<file path="src/logic/bcdrs_defs.svh">
// Register numbers, field positions, reset values and answer codes of the register set
`ifndef BCDRS_DEFS_SVH
`define BCDRS_DEFS_SVH

// ----------------------------------------
// Register numbers
// ----------------------------------------
`define BCDRS_REG_ID 4'h0
`define BCDRS_REG_CAUSE 4'h1
`define BCDRS_REG_MASK 4'h1
`define BCDRS_REG_HSK 4'h2
`define BCDRS_REG_MANT 4'h3
`define BCDRS_REG_EXP 4'h4
`define BCDRS_REG_FUNC 4'h5
`define BCDRS_REG_SENSE 4'h7
`define BCDRS_REG_BIDIR_LAST 4'h9
`define BCDRS_BIDIR_COUNT 7

// ----------------------------------------
// Field positions
// ----------------------------------------
`define BCDRS_BIT_DIR_A 7
`define BCDRS_BIT_DIR_B 6
`define BCDRS_BIT_REQUEST_LINE_CHAN_A 5
`define BCDRS_BIT_REQUEST_LINE_CHAN_B 4
`define BCDRS_BIT_FLAG_A 3
`define BCDRS_BIT_FLAG_B 2
`define BCDRS_SW_OUT_EN 7
`define BCDRS_BIT_LEAD_A 1
`define BCDRS_BIT_LEAD_B 0

// ----------------------------------------
// Reset values
// ----------------------------------------
`define BCDRS_RST_ZERO 8'h00
`define BCDRS_RST_MANT 8'h08
`define BCDRS_RST_EXP 8'h01
`define BCDRS_RST_FUNC 8'h01

// ----------------------------------------
// Answer codes
// ----------------------------------------
`define BCDRS_ERR_NONE 8'h00
`define BCDRS_ERR_NOREG 8'h6f
`define BCDRS_ERR_DIR 8'h71
`define BCDRS_ERR_AUX 8'h72
`define BCDRS_ERR_CTL 8'h76

`endif

</file>
<file path="src/logic/bcdrs_pkg.sv">
// Types shared by the register set modules
package bcdrs_pkg;

  typedef enum logic [1:0] {
    BCDRS_OP_READ,
    BCDRS_OP_WRITE,
    BCDRS_OP_ARM,
    BCDRS_OP_XFER
  } bcdrs_op_type;

endpackage

</file>
<file path="src/logic/bcdrs_top.sv">
// Register set of a two-channel BCD instrument interface
`timescale 1ns/10ps
`include "bcdrs_defs.svh"

// Overview of operation
// - Ten register numbers, 0 to 9: read, write and bidirectional groups.
// - Reads reach read registers; writes reach write registers.
// - Reset defaults assume switch bank all zero.
// - Register 0 reads fixed identity, bit 7 zero.
// - Cause register shows enabled bits that interrupted.
// - Status bits 7,6 show channel directions.
// - Status bits 5,4 show request lines busy.
// - Status bits 3,2 show peripheral flags.
// - Status bits 1,0 read zero; default zero.
// - Write register 0 rejected with error 111.
// - Mask written by arm or plain write.
// - Only most significant function digit interrupts.
// - Output direction needs switch 8, else 113.
// - Request line held until cleared; transfers 118.
// - Low four bits drive port 10 output.
// - Port 10 unavailable write rejected with 114.
// - Mantissa digit counts persist; reset value 8.
// - After interrupt, block until mask re-armed.
// - Request line released on selected flag edge.
module bcdrs_top import bcdrs_pkg::*; #(
  // Arbitrary identity value, bit 7 forced low on read
  parameter logic [7:0] ID_VALUE = 8'h5a
) (
  // Clock and reset
  input wire logic core_clk_i,
  input wire logic sys_rst_i,
  // Register operations
  input wire logic op_valid_i,
  input wire bcdrs_op_type op_kind_i,
  input wire logic [3:0] op_reg_i,
  input wire logic [7:0] op_data_i,
  output logic op_ready_o,
  // Answers
  output logic ans_valid_o,
  output logic [7:0] ans_err_o,
  output logic [7:0] ans_data_o,
  input wire logic ans_ready_i,
  // Board configuration
  input wire logic [7:0] config_switch_bank_i,
  input wire logic aux_port_unavail_i,
  // Instrument side
  input wire logic flag_a_i,
  input wire logic flag_b_i,
  input wire logic func_strobe_a_i,
  input wire logic [3:0] func_msd_a_i,
  input wire logic func_strobe_b_i,
  input wire logic [3:0] func_msd_b_i,
  output logic dir_a_o,
  output logic dir_b_o,
  output logic request_line_chan_a_o,
  output logic request_line_chan_b_o,
  output logic [3:0] port10_o,
  output logic intr_o
);

  // ----------------------------------------
  // State
  // ----------------------------------------
  logic [7:0] mask_q;
  logic [7:0] cause_q;
  logic armed_q;
  logic intr_q;
  logic dir_a_q;
  logic dir_b_q;
  logic [3:0] port10_q;
  logic [7:0] bidir_q [`BCDRS_BIDIR_COUNT];

  logic take;
  logic is_read;
  logic is_write;
  logic is_arm;
  logic is_xfer;
  logic hsk_wr;
  logic mask_wr;
  logic bidir_wr;
  logic [7:0] ans_err_d;
  logic [7:0] ans_data_d;
  logic [7:0] hsk_status;
  logic [7:0] digit_vec;
  logic [7:0] hit;
  logic request_line_chan_a;
  logic request_line_chan_b;

  function automatic logic is_bidir(input logic [3:0] r);
    is_bidir = (r >= `BCDRS_REG_MANT) && (r <= `BCDRS_REG_BIDIR_LAST);
  endfunction

  function automatic logic [2:0] bidir_idx(input logic [3:0] r);
    logic [3:0] d;
    d = r - `BCDRS_REG_MANT;
    bidir_idx = d[2:0];
  endfunction

  assign take = op_valid_i && op_ready_o;
  assign is_read = take && (op_kind_i == BCDRS_OP_READ);
  assign is_write = take && (op_kind_i == BCDRS_OP_WRITE);
  assign is_arm = take && (op_kind_i == BCDRS_OP_ARM);
  assign is_xfer = take && (op_kind_i == BCDRS_OP_XFER);

  // ----------------------------------------
  // Decode and answer
  // ----------------------------------------
  assign hsk_status = {dir_a_q, dir_b_q, request_line_chan_a, request_line_chan_b, flag_a_i, flag_b_i, 2'b00};

  always_comb begin
    ans_err_d = `BCDRS_ERR_NONE;
    ans_data_d = 8'h00;
    hsk_wr = 1'b0;
    mask_wr = 1'b0;
    bidir_wr = 1'b0;
    if (is_read) begin
      if (op_reg_i == `BCDRS_REG_ID) begin
        ans_data_d = {1'b0, ID_VALUE[6:0]};
      end else if (op_reg_i == `BCDRS_REG_CAUSE) begin
        ans_data_d = cause_q;
      end else if (op_reg_i == `BCDRS_REG_HSK) begin
        ans_data_d = hsk_status;
      end else if (is_bidir(op_reg_i)) begin
        ans_data_d = bidir_q[bidir_idx(op_reg_i)];
      end else begin
        ans_err_d = `BCDRS_ERR_NOREG;
      end
    end else if (is_write) begin
      if (op_reg_i == `BCDRS_REG_MASK) begin
        mask_wr = 1'b1;
      end else if (op_reg_i == `BCDRS_REG_HSK) begin
        if ((op_data_i[`BCDRS_BIT_DIR_A] || op_data_i[`BCDRS_BIT_DIR_B])
            && !config_switch_bank_i[`BCDRS_SW_OUT_EN]) begin
          ans_err_d = `BCDRS_ERR_DIR;
        end else if (aux_port_unavail_i && (op_data_i[3:0] != 4'h0)) begin
          ans_err_d = `BCDRS_ERR_AUX;
        end else begin
          hsk_wr = 1'b1;
        end
      end else if (is_bidir(op_reg_i)) begin
        bidir_wr = 1'b1;
      end else begin
        // Register 0 and anything past the last register
        ans_err_d = `BCDRS_ERR_NOREG;
      end
    end else if (is_arm) begin
      mask_wr = 1'b1;
    end else if (is_xfer) begin
      if (op_data_i[0] ? request_line_chan_b : request_line_chan_a) begin
        ans_err_d = `BCDRS_ERR_CTL;
      end
    end
  end

  bcdrs_buf2 #(
    .WIDTH(16)
  ) u_ans_buf (
    .core_clk_i(core_clk_i),
    .sys_rst_i(sys_rst_i),
    .in_valid_i(take),
    .in_data_i({ans_err_d, ans_data_d}),
    .in_ready_o(op_ready_o),
    .out_valid_o(ans_valid_o),
    .out_data_o({ans_err_o, ans_data_o}),
    .out_ready_i(ans_ready_i)
  );

  // ----------------------------------------
  // Direction and port 10
  // ----------------------------------------
  always_ff @(posedge core_clk_i) begin
    if (sys_rst_i) begin
      dir_a_q <= 1'b0;
      dir_b_q <= 1'b0;
      port10_q <= 4'h0;
    end else if (hsk_wr) begin
      dir_a_q <= op_data_i[`BCDRS_BIT_DIR_A];
      dir_b_q <= op_data_i[`BCDRS_BIT_DIR_B];
      // Switch 8 is not consulted here
      port10_q <= op_data_i[3:0];
    end
  end

  bcdrs_hs u_hs_a (
    .core_clk_i(core_clk_i),
    .sys_rst_i(sys_rst_i),
    .wr_en_i(hsk_wr),
    .wr_val_i(op_data_i[`BCDRS_BIT_REQUEST_LINE_CHAN_A]),
    .lead_sense_i(bidir_q[4][`BCDRS_BIT_LEAD_A]),
    .flag_i(flag_a_i),
    .ctl_o(request_line_chan_a)
  );

  bcdrs_hs u_hs_b (
    .core_clk_i(core_clk_i),
    .sys_rst_i(sys_rst_i),
    .wr_en_i(hsk_wr),
    .wr_val_i(op_data_i[`BCDRS_BIT_REQUEST_LINE_CHAN_B]),
    .lead_sense_i(bidir_q[4][`BCDRS_BIT_LEAD_B]),
    .flag_i(flag_b_i),
    .ctl_o(request_line_chan_b)
  );

  // ----------------------------------------
  // Bidirectional configuration registers
  // ----------------------------------------
  always_ff @(posedge core_clk_i) begin
    if (sys_rst_i) begin
      for (int i = 0; i < `BCDRS_BIDIR_COUNT; i++) begin
        bidir_q[i] <= `BCDRS_RST_ZERO;
      end
      bidir_q[0] <= `BCDRS_RST_MANT;
      bidir_q[1] <= `BCDRS_RST_EXP;
      bidir_q[2] <= `BCDRS_RST_FUNC;
    end else if (bidir_wr) begin
      bidir_q[bidir_idx(op_reg_i)] <= op_data_i;
    end
  end

  // ----------------------------------------
  // Interrupt
  // ----------------------------------------
  // Channel bits interleave so bit 7 is B and bit 6 is A
  always_comb begin
    digit_vec = 8'h00;
    for (int i = 0; i < 4; i++) begin
      digit_vec[2*i] = func_strobe_a_i && func_msd_a_i[i];
      digit_vec[2*i+1] = func_strobe_b_i && func_msd_b_i[i];
    end
  end

  assign hit = digit_vec & mask_q;

  always_ff @(posedge core_clk_i) begin
    if (sys_rst_i) begin
      mask_q <= `BCDRS_RST_ZERO;
    end else if (mask_wr) begin
      mask_q <= op_data_i;
    end
  end

  always_ff @(posedge core_clk_i) begin
    if (sys_rst_i) begin
      armed_q <= 1'b0;
      cause_q <= `BCDRS_RST_ZERO;
      intr_q <= 1'b0;
    end else begin
      if (mask_wr) begin
        armed_q <= 1'b1;
        cause_q <= 8'h00;
      end
      if (is_read && (op_reg_i == `BCDRS_REG_CAUSE)) begin
        intr_q <= 1'b0;
      end
      // A raise wins over a clear arriving in the same cycle
      if (armed_q && (hit != 8'h00)) begin
        cause_q <= hit;
        intr_q <= 1'b1;
        armed_q <= 1'b0;
      end
    end
  end

  // ----------------------------------------
  // Outputs
  // ----------------------------------------
  assign dir_a_o = dir_a_q;
  assign dir_b_o = dir_b_q;
  assign request_line_chan_a_o = request_line_chan_a;
  assign request_line_chan_b_o = request_line_chan_b;
  assign port10_o = port10_q;
  assign intr_o = intr_q;
endmodule

</file>
<file path="src/logic/bcdrs_buf2.sv">
// Two-entry answer buffer with valid and ready on both sides
`timescale 1ns/10ps
module bcdrs_buf2 import bcdrs_pkg::*; #(
  parameter int WIDTH = 16
) (
  // Clock and reset
  input wire logic core_clk_i,
  input wire logic sys_rst_i,
  // Filling side
  input wire logic in_valid_i,
  input wire logic [WIDTH-1:0] in_data_i,
  output logic in_ready_o,
  // Draining side
  output logic out_valid_o,
  output logic [WIDTH-1:0] out_data_o,
  input wire logic out_ready_i
);

  logic [WIDTH-1:0] head_q;
  logic [WIDTH-1:0] tail_q;
  logic head_v_q;
  logic tail_v_q;
  logic ready_q;
  logic push;
  logic pop;
  logic tail_v_d;

  assign push = in_valid_i && ready_q;
  assign pop = head_v_q && out_ready_i;

  always_comb begin
    if (pop) begin
      tail_v_d = tail_v_q && push;
    end else begin
      tail_v_d = tail_v_q || (head_v_q && push);
    end
  end

  always_ff @(posedge core_clk_i) begin
    if (sys_rst_i) begin
      head_v_q <= 1'b0;
      tail_v_q <= 1'b0;
      ready_q <= 1'b1;
      head_q <= '0;
      tail_q <= '0;
    end else begin
      tail_v_q <= tail_v_d;
      // Ready is registered so the filler never sees a combinational path
      ready_q <= !tail_v_d;
      if (pop) begin
        if (tail_v_q) begin
          head_q <= tail_q;
          if (push) begin
            tail_q <= in_data_i;
          end
        end else begin
          head_v_q <= push;
          head_q <= in_data_i;
        end
      end else if (!head_v_q) begin
        head_v_q <= push;
        head_q <= in_data_i;
      end else if (push) begin
        tail_q <= in_data_i;
      end
    end
  end

  assign in_ready_o = ready_q;
  assign out_valid_o = head_v_q;
  assign out_data_o = head_q;
endmodule

</file>
<file path="src/logic/bcdrs_hs.sv">
// One channel's request line with flag edge release
`timescale 1ns/10ps
module bcdrs_hs import bcdrs_pkg::*; (
  // Clock and reset
  input wire logic core_clk_i,
  input wire logic sys_rst_i,
  // Software control
  input wire logic wr_en_i,
  input wire logic wr_val_i,
  input wire logic lead_sense_i,
  // Peripheral side
  input wire logic flag_i,
  output logic ctl_o
);

  logic flag_q;
  logic ctl_q;
  logic release_edge;

  // Leading edge is flag going busy, trailing edge is flag going ready
  assign release_edge = lead_sense_i ? (flag_i && !flag_q) : (!flag_i && flag_q);

  always_ff @(posedge core_clk_i) begin
    if (sys_rst_i) begin
      flag_q <= 1'b0;
    end else begin
      flag_q <= flag_i;
    end
  end

  always_ff @(posedge core_clk_i) begin
    if (sys_rst_i) begin
      ctl_q <= 1'b0;
    end else if (wr_en_i) begin
      // Software write wins over a release in the same cycle
      ctl_q <= wr_val_i;
    end else if (release_edge) begin
      ctl_q <= 1'b0;
    end
  end

  assign ctl_o = ctl_q;
endmodule

</file>
<file path="config.mk">
export PLATFORM = sky130hd
export DESIGN_NAME = bcdrs_top
export DESIGN_NICKNAME = d
export VERILOG_FILES = /design/src/logic/bcdrs_pkg.sv /design/src/logic/bcdrs_top.sv /design/src/logic/bcdrs_buf2.sv /design/src/logic/bcdrs_hs.sv
export VERILOG_INCLUDE_DIRS = /design/src /design/src/logic
export SDC_FILE = /design/constraint.sdc
export NUM_CORES = 1
export LEC_CHECK = 0
export BUFFER_PORTS_ARGS = -buffer_cell sky130_fd_sc_hd__clkbuf_2
export CELL_PAD_IN_SITES_DETAIL_PLACEMENT = 1
export CELL_PAD_IN_SITES_GLOBAL_PLACEMENT = 2
export CORE_UTILIZATION = 35
export CTS_BUF_LIST = sky130_fd_sc_hd__clkbuf_8
export DETAILED_ROUTE_END_ITERATION = 10
export PLACE_DENSITY_LB_ADDON = 0.1
export RECOVER_POWER = 100
export SLEW_MARGIN = 20
export SYNTH_ARGS = -nofsm -noshare
export SYNTH_HDL_FRONTEND = slang
export SYNTH_SLANG_ARGS = --single-unit
</file>
<file path="constraint.sdc">
create_clock -name core_clk_i -period 3.95 [get_ports core_clk_i]
set_clock_uncertainty 0.1 [all_clocks]
set_input_delay 0.79 -clock core_clk_i [delete_from_list [all_inputs] [get_ports core_clk_i]]
set_output_delay 0.79 -clock core_clk_i [all_outputs]
set_load 0.005 [all_outputs]
</file>
==> results.json <==
{
  "fillers": 1942,
  "synth_top_family_by_area": "simple AND/OR/NAND/NOR gates",
  "grt_pass1_vias": 4973,
  "startpoint": "op_reg_i[1]",
  "drtAntennaViolNets": 0,
  "clock_latency_ns": 0.46,
  "final_hold_viol_count": 0,
  "grt_max_degree": 39,
  "gp_congestion": 0.8106,
  "dp.cells": 848,
  "layout.nets": 686,
  "rsz0062_at_grt": "false",
  "r2r_slack_ns": 1.48,
  "ios": 66,
  "hold-worst-slack_ns": 0.3731,
  "die_height_um": 135.4,
  "cts_root_buffer": "clkbuf_8",
  "post_cts_buffers": 0,
  "hold_start": "u_ans_buf.tail_q[5]",
  "clk_pin_slew_ns": 0.08,
  "synth_nets": 630,
  "mostFrequentLayoutCells": "edfxtp_1, dfxtp_1, a21oi_1, and2_0, clkbuf_2",
  "ys_ff_latch": 123,
  "stdcell_area_mm2": 0.007081,
  "drv_slew": 0,
  "grt_usage_pct": 22.67,
  "synth_adder_area_share_pct": 1.004,
  "critPathKind": "in -> reg",
  "total_leakage_power_nw": 2.463,
  "yosysSeqAreaShare_pct": 49.82,
  "synth_xor_area_share_pct": 0.4018,
  "r2r-end": "u_ans_buf.tail_q[7]",
  "avgSynthCellArea_um2": 10.63,
  "pre_cts_ws_ns": 0.7101,
  "dpl.hpwl_um": 13900,
  "netlist_area_mm2": 0.006228,
  "grt_pass1_wl_um": 30040,
  "cts-resized-gates": 0,
  "setup.worst_path.end": "bidir_q[7][6]",
  "setup_tns_ns": 0,
  "area_delta_synth_final_pct": 13.68,
  "cts_buffers": 17,
  "crit_path_max_fanout": 22,
  "viasPerCell": 5.603,
  "period_needed_ns": 3.176,
  "drive_above_1_share_pct": 16.03,
  "period_share_pct": 80.41,
  "netlist_top_cells_area": "edfxtp_1, dfxtp_1, and2_1, a21oi_1, mux4_2",
  "route.detailed.drc": 0,
  "r2r-start": "u_ans_buf.in_ready_o",
  "final_cell_count_no_fill": 880,
  "clock-sinks": 123,
  "peakVddDrop_uv": 206.6,
  "port_buffers": 57,
  "slew_headroom_pct": 12.36,
  "synthMuxAreaShare_pct": 8.517,
  "required_ns": 3.95,
  "synth_top_area_share_pct": 30.86,
  "overflow": 0,
  "ys_types": 75,
  "yosys_warnings": 0,
  "clockBufferDepth": 2,
  "die_x_um": 135.4,
  "setup_slack_ns": 0.7739,
  "yosys.area.top_type": "edfxtp_1",
  "routed_wl_um": 19540,
  "status": "finished clean",
  "synth_flop_cell": "edfxtp_1",
  "antenna_found_initial": 0,
  "synth_cells": 586,
  "worstSetupEndpointType": "register",
  "place_area_mm2": 0.006755,
  "power_density_mw_per_mm2": 414.6,
  "avgRoutedWirePerCell_um": 22.20,
  "fmaxAchievable_mhz": 314.9,
  "max_cap_violations": 0,
  "final_common_cell": "edfxtp_1",
  "vias": 4931,
  "rr_worst_depth": 5,
  "initial_core_util_pct": 35.89,
  "critPathLaunchType": "primary input",
  "synth_edf_count": 64,
  "drt_iter0_markers": 277,
  "setup_viol": 0,
  "tightest_slew_ns": 1.315,
  "synth-simple-area-share_pct": 18.86,
  "diodes": 0,
  "core_region_area_mm2": 0.01736,
  "hold_class": "reg -> reg",
  "drtPass1Iterations": 5,
  "h-tree-depth": 4,
  "cts_tree": "yes",
  "rows": 48,
  "cp.arrival_ns": 3.18,
  "synth-compound-area-share_pct": 17.38,
  "postCtsHoldBufs": 0,
  "synth-async-reset-ratio_pct": 0,
  "die_area_mm2": 0.01833
}
## through the flow
step	power (W)	util, %
2_1_floorplan	0.001620	-
3_3_place_gp	0.001739	38.92
3_5_place_dp	0.001748	38.92
4_1_cts	0.002965	41.35
5_1_grt	0.003046	40.79
6_report	0.002935	40.79
## layout make-up
cell class | count | area, um^2 | area share (%)
multi-input combinational | 408 | 2845 | 40.18
timing repair buffer | 77 | 372.9 | 5.266
sequential | 123 | 3103 | 43.82
tap | 225 | 281.5 | 3.976
clock buffer | 17 | 234.0 | 3.304
inverter | 15 | 56.30 | 0.7952
clock inverter | 15 | 187.7 | 2.651
## cells by family after synthesis
family	Yosys count
and+or+nand+nor	204
AOI/OAI and AO/OA	162
DFF	123
buffers and inverters	55
muxes	34
adders and majority gates	5
xor gates and xnor gates	2
other	1
## cell usage after synthesis, types with 4 or more instances
| cell type | number |
|---|---|
| nor3_1 | 6 |
| ha_1 | 5 |
| inv_1 | 15 |
| mux4_2 | 11 |
| nand2b_1 | 9 |
| o21ai_0 | 34 |
| mux2i_1 | 8 |
| nand2_1 | 28 |
| nor2_1 | 21 |
| nor2b_1 | 7 |
| a22o_1 | 9 |
| buf_2 | 4 |
| o2bb2ai_1 | 5 |
| dfxtp_1 | 59 |
| or3_1 | 4 |
| mux2_2 | 10 |
| and3_1 | 4 |
| nand3_1 | 32 |
| or2_2 | 4 |
| o21a_1 | 4 |
| clkbuf_1 | 29 |
| a221oi_1 | 4 |
| a21oi_1 | 53 |
| a2111oi_0 | 6 |
| nand3b_1 | 9 |
| and2_1 | 54 |
| edfxtp_1 | 64 |
| o31ai_1 | 4 |
## registers in the layout, indices dropped and copies added (netlist names)
signal	flops
u_ans_buf.tail_v_q	1
dir_b_o	1
u_hs_a.flag_q	1
u_ans_buf.in_ready_o	1
u_ans_buf.tail_q	14
u_hs_b.flag_q	1
intr_o	1
u_ans_buf.out_data_o	14
port10_o	4
cause_q	8
armed_q	1
u_ans_buf.out_valid_o	1
mask_q	8
u_hs_a.ctl_o	1
u_hs_b.ctl_o	1
bidir_q	64
dir_a_o	1
## worst max-delay path, cell delays in order
cell	delay (ns)
clkbuf_1	0.13
inv_1	0.12
ha_1	0.17
clkbuf_1	0.61
o21bai_1	0.27
a22o_1	0.35
nor3_2	0.20
and4_1	0.53
## worst min-delay path by stage
stage                            to  depth (start not counted)  slack, ns
2_1_floorplan   u_ans_buf.tail_q[1]                          1       0.33
3_3_place_gp   u_ans_buf.tail_q[11]                          2       0.35
3_5_place_dp    u_ans_buf.tail_q[4]                          1       0.35
4_1_cts         u_ans_buf.tail_q[5]                          1       0.37
5_1_grt         u_ans_buf.tail_q[6]                          1       0.39
6_report        u_ans_buf.tail_q[5]                          1       0.37
## report_power, final
| group | switching (W) | internal, W |
|---|---|---|
| logic | 0.000203 | 0.000111 |
| clock network | 0.000588 | 0.000638 |
| registers | 0.0000229 | 0.00137 |
| total | 0.000814 | 0.00212 |
## per-layer routing
layer  GRT usage [%]  vias to the layer above  routed length, um
met5               0                        -                  0
met4           7.116                        0                291
met3           4.639                       21                694
met2           34.13                       89               8841
met1           32.44                     2497               9712
li1                -                     2324                  -
(Power assumes the default switching activity.)
